### src/logic/skip_xor_pkg.sv
// Package: constants and carriers for the test-skip and xor-literal executor.
// Assumes one instruction cycle per clk_sys_in edge at 20 MHz.
package skip_xor_pkg;

    ////////////////////////////////////////////////////////////////////////////
    // Encodings
    localparam logic [6:0]  OPC_TEST_SKIP   = 7'h33;   // Bits 15:9 of 0110_011a
    localparam logic [7:0]  OPC_XOR_LIT     = 8'h0a;   // Bits 15:8 of 0000_1010
    localparam logic [7:0]  INDEX_LIMIT     = 8'h5f;   // Literal-offset window top
    localparam logic [7:0]  ZERO_BYTE       = 8'h00;
    localparam logic [7:0]  W_RESET         = 8'h00;
    localparam logic [3:0]  BANK_RESET      = 4'h0;
    localparam logic [3:0]  ACCESS_LOW_BANK = 4'h0;
    localparam logic [3:0]  ACCESS_HI_BANK  = 4'hf;
    localparam logic [7:0]  ACCESS_SPLIT    = 8'h60;   // Access bank low/high split
    localparam logic [1:0]  SKIP_ONE_WORD   = 2'h1;
    localparam logic [1:0]  SKIP_TWO_WORD   = 2'h2;

    ////////////////////////////////////////////////////////////////////////////
    // Carriers
    typedef struct packed {
        logic        valid;
        logic [15:0] word;
        logic        two_word;   // Opcode is first word of a 2-word instruction
    } fetch_t;

    typedef struct packed {
        logic        valid;
        logic [11:0] addr;
        logic        indexed;    // Address is an offset from the index pointer
    } data_req_t;

    typedef enum logic [1:0] {
        ST_EXEC,
        ST_IDLE
    } exec_state_t;

endpackage : skip_xor_pkg

### src/logic/file_addr_resolve.sv
// File address resolver: direct, banked, access-bank or literal-offset form.
// Assumes bank select value is stable during the cycle.
`timescale 1ns/1ps
module file_addr_resolve
(
    input  wire logic [7:0]  file_in,
    input  wire logic        bank_sel_in,
    input  wire logic        ext_set_in,
    input  wire logic [3:0]  bank_in,
    output skip_xor_pkg::data_req_t req_out
);
    always_comb
    begin
        req_out.valid   = 1'b1;
        req_out.indexed = 1'b0;
        if (!bank_sel_in && ext_set_in && file_in <= skip_xor_pkg::INDEX_LIMIT)
        begin
            req_out.indexed = 1'b1;
            req_out.addr    = {4'h0, file_in};
        end
        else if (bank_sel_in)
        begin
            req_out.addr    = {bank_in, file_in};
        end
        else if (file_in < skip_xor_pkg::ACCESS_SPLIT)
        begin
            req_out.addr    = {skip_xor_pkg::ACCESS_LOW_BANK, file_in};
        end
        else
        begin
            req_out.addr    = {skip_xor_pkg::ACCESS_HI_BANK, file_in};
        end
    end
endmodule : file_addr_resolve

### config.mk
export PLATFORM = sky130hd
export DESIGN_NAME = file_addr_resolve
export DESIGN_NICKNAME = d
export VERILOG_FILES = /design/src/logic/skip_xor_pkg.sv /design/src/logic/file_addr_resolve.sv
export SDC_FILE = /design/constraint.sdc
export NUM_CORES = 1
export LEC_CHECK = 0
export ABC_CLOCK_PERIOD_IN_PS = 1200
export BUFFER_PORTS_ARGS = -buffer_cell sky130_fd_sc_hd__buf_2
export CAP_MARGIN = 15
export CORE_AREA = 10 10 47 49
export DETAILED_ROUTE_END_ITERATION = 6
export DIE_AREA = 0 0 57 59
export SKIP_LAST_GASP = 1
export SLEW_MARGIN = 20
export SYNTH_ARGS = -nofsm -noshare
export SYNTH_HDL_FRONTEND = slang
export SYNTH_SLANG_ARGS = --single-unit
export TNS_END_PERCENT = 10
### constraint.sdc
create_clock -name vclk -period 1.2
set_clock_uncertainty 0.05 [all_clocks]
set_input_delay 0.06 -clock vclk [all_inputs]
set_output_delay 0.06 -clock vclk [all_outputs]
set_load 0.02 [all_outputs]
# --- Word level (Yosys, flattened, before mapping) ---
# Cells that the tools add are included.
totals:
  ff_bits: 0
  latch_bits: 0
  mem_bits_rw: 0
  mem_bits_ro: 0
  in_bits: 14
  wordCells: 9
  memories: 0
classes:
  add_sub_neg: 0
  mul: 0
  n_div: 0
  order_cmp: 2
  eq_ne: 0
  shift: 0
  mux: 4
  n_bitwise: 0
  reduce_logical: 3
op_table:
  columns: ["cell", "n"]
  rows:
  - ["12-bit two-way mux", 3]
  - ["8-bit by 7-bit <= comparator with 1-bit output (second input constant)", 1]
  - ["8-bit by 7-bit less-than comparator with 1-bit output (second input constant)", 1]
  - ["1-bit logical AND", 2]
  - ["1-bit zero test", 1]
  - ["1-bit two-way mux", 1]

# --- Longest topological paths before layout ---
depth:
  ltp_word: 4
  ltp_mapped: 2
  ltp_nobuf: 2

# --- Worst setup path after synthesis ---
# OpenSTA, ideal clock, no wires.
synth_timing:
  path_kind: "input -> output"
  from: "input file_in[5]"
  to: "output req_out[0] (netlist bit)"
  t_arrival_ps: 631
  required_ps: 1090
  slack_ps: 459
  stages: 2
  n_path_buf: 0
  path_cell_list: "a211oi_2 -> and2_1"
synth_lines:
  columns: ["item", "line", "rtl"]
  rows:
  - ["start, declared", "file_addr_resolve.sv:6", "input wire logic [7:0] file_in,"]
  - ["end, declared", "file_addr_resolve.sv:10", "output skip_xor_pkg::data_req_t req_out"]

==> impl_summary.txt <==
----------------------------------------------------
[Final layout]
  Layout Area Growth over Synthesis ... 30.0%
  Final-stage net count ... 44
  Fraction of layout cells with a size suffix above 1 ... between 60 and 70%
  Number of sequential storage elements ... 0
  Leading cell type in the layout, fill and taps excluded ... sky130_fd_sc_hd__buf_2
  Antenna diodes ... 0
  Most used cells in the layout excluding fill and tap cells ... 17 x sky130_fd_sc_hd__buf_2, 4 x sky130_fd_sc_hd__inv_1, 4 x sky130_fd_sc_hd__a21oi_1
  Combined flip-flop and latch cell area ... 0 um^2
  Number of clock buffers in the layout ... 0

[Critical path]
  Crit path launch type ... input port
  Most frequent CP cell ... sky130_fd_sc_hd__buf_2
  Endpoint required time on the critical path ... 1.09 ns
  Family with the most delay on the worst path ... compound AO/OA/AOI/OAI gates
  Critical Path, Cell by Cell ... buf_2 > a211oi_2 > and2_1 > buf_2
  Arrival time at the worst endpoint ... roughly 0.83 ns
  Crit Path Class ... input port to primary output
  Crit path largest cell delay ... ~0.32 ns
  Crit-path max FO ... 5
  Buf/Inv on CP ... 2
  Crit-path slowest cell ... sky130_fd_sc_hd__a211oi_2
  Setup crit end kind ... primary output

[Global route]
  Vias in the first global route ... about 140
  All-Layer GR Usage ... approximately 2.5%
  GRT Residual Overflow ... 0
  Pin count of the biggest net entering global routing ... 6
  Wire length of the first global-routing pass ... just over 700 um
  Number of antenna violations at the first check in global routing ... 0

[Routing]
  Final routed DRC violation total ... 0
  Via count ... between 100 and 150
  Vias/cell ... ~3.2
  WL/cell ... approximately 11 um
  Total Routed Length ... ~480 um
  DRC marker count from the first detailed-route iteration ... 0
  Residual antenna-violating net count after detailed routing ... 0
  Length of the first detailed-routing pass in iterations ... 1

[Status]
  Status ... completed

[Floorplanning]
  Total die area ... around 3400 um^2
  Cell row count ... 14
  CORE AREA ... between 1000 and 1500 um^2
  Number of ports placed on the die boundary ... 28
  Die X ... between 50 and 60 um
  DIE HEIGHT ... between 50 and 60 um
  Starting density of the core ... under 10%

[Yosys]
  Sequential fraction of the synthesis area ... 0%
  Main combinational cell family by area after synthesis ... buffers and inverters
  Post-Syn Area per Cell ... 6.26 um^2
  Summed instance area of the synthesized netlist ... 125 um^2
  Net count after synthesis ... 34
  Warning count from the yosys run ... 0
  Share of the synthesized area in compound gates (AO/OA/AOI/OAI) ... a little over a quarter
  Portion of netlist area occupied by mux cells ... 0%
  Simple logic cell fraction of the synthesized area ... under 10%
  Post-synthesis share of cell area spent on full adders, half adders and majority gates ... 0%
  Count of unique library cells instantiated by Yosys ... 6
  Xor/xnor cell area share of the yosys netlist ... 0%
  Post-Synthesis Cells ... 20

[Min path]
  Classification of the worst-slack hold path ... input port to primary output
  Capture endpoint of the worst hold path ... req_out[4]
  Min-Delay Startpoint ... file_in[3]
  Worst hold stages ... 0

[Placement]
  PortBufs ... 17
  Gp weighted congestion ... around 0.63

[Job]
  # Max-Cap Violations ... 0

[Pwr]
  Max IR drop VDD ... slightly above 0.04 mV
  PnR Total Power ... 73.2 uW
  Power density normalized to cell area ... between 400 and 500 nW/um^2
  Leakage power summed over all cells ... approximately 0.00010 uW

[STA]
  Setup violations, final ... 0
  RSZ-0062 raised after global routing ... no
  Max-slew violation total from the final report ... 0
  Tcrit/Tclk final ... 78.2%
  Fmax ... about 1.1 GHz
  Period minus WS final ... ~0.94 ns
  Setup TNS Final ... 0 ns
  Final hold violations ... 0

[CTS]
  Number of hold buffers added after cts ... 0
  Post-cts repair resize count ... 0
  Buffer count from post-CTS setup fixing ... 0

----------------------------------------------------
==> worst max-delay path by stage <==
stage / start / endpoint / cells past startpoint
2_1_floorplan: file_in[5] / req_out[0] / 2
3_3_place_gp: bank_sel_in / req_out[0] / 4
3_5_place_dp: bank_sel_in / req_out[0] / 4
4_1_cts: bank_sel_in / req_out[0] / 4
5_1_grt: bank_sel_in / req_out[0] / 4
6_report: bank_sel_in / req_out[0] / 4
==> through the flow <==
| stage | cell area, um^2 | setup WS [ns] | hold slack, ns | utilization [%] | std cells |
|---|---|---|---|---|---|
| 2_1_floorplan | 125 | 0.459 | 0.183 | - | 20 |
| 3_3_place_gp | 163 | 0.254 | 0.0701 | 11.6 | 44 |
| 3_5_place_dp | 163 | 0.253 | 0.0701 | 11.6 | 44 |
| 4_1_cts | 163 | 0.251 | 0.0701 | 11.6 | 44 |
| 5_1_grt | 163 | 0.145 | 0.0700 | 11.6 | 44 |
| 6_report | 163 | 0.262 | 0.0700 | 11.6 | 44 |
==> cell type report <==
class / instances / area, um^2
Fill cell: 166 / 1240
Tap cell: 16 / 20.0
Multi-Input combinational cell: 7 / 42.5
Timing Repair Buffer: 17 / 85.1
Inverter: 4 / 15.0
==> report_power, final <==
group	switching [uW]	internal, uW
Combinational	45.5	27.7
Clock	0	0
Sequential	0	0
Total	45.5	27.7
==> Yosys cell counts <==
| master | n | area [um^2] |
|---|---|---|
| sky130_fd_sc_hd__conb_1 | 1 | 3.75 |
| sky130_fd_sc_hd__a21oi_1 | 4 | 20.0 |
| sky130_fd_sc_hd__inv_1 | 4 | 15.0 |
| sky130_fd_sc_hd__buf_4 | 9 | 67.6 |
| sky130_fd_sc_hd__and2_1 | 1 | 6.26 |
| sky130_fd_sc_hd__a211oi_2 | 1 | 12.5 |
==> per-layer routing <==
metal | up-vias | GRT usage, % | share of wire [%]
met5 | - | 0 | 0
met4 | 0 | 0 | 0
met3 | 0 | 4.08 | 42
met2 | 24 | 3.57 | 31
met1 | 51 | 1.91 | 27
li1 | 67 | - | -
==> cells by family (layout without fill, tap and decap cells) <==
logic type	after synthesis	after routing
buffers and inverters	13	21
AO/OA/AOI/OAI	5	5
AND/OR/NAND/NOR	1	1
other	1	1
(Power assumes the default switching activity.)
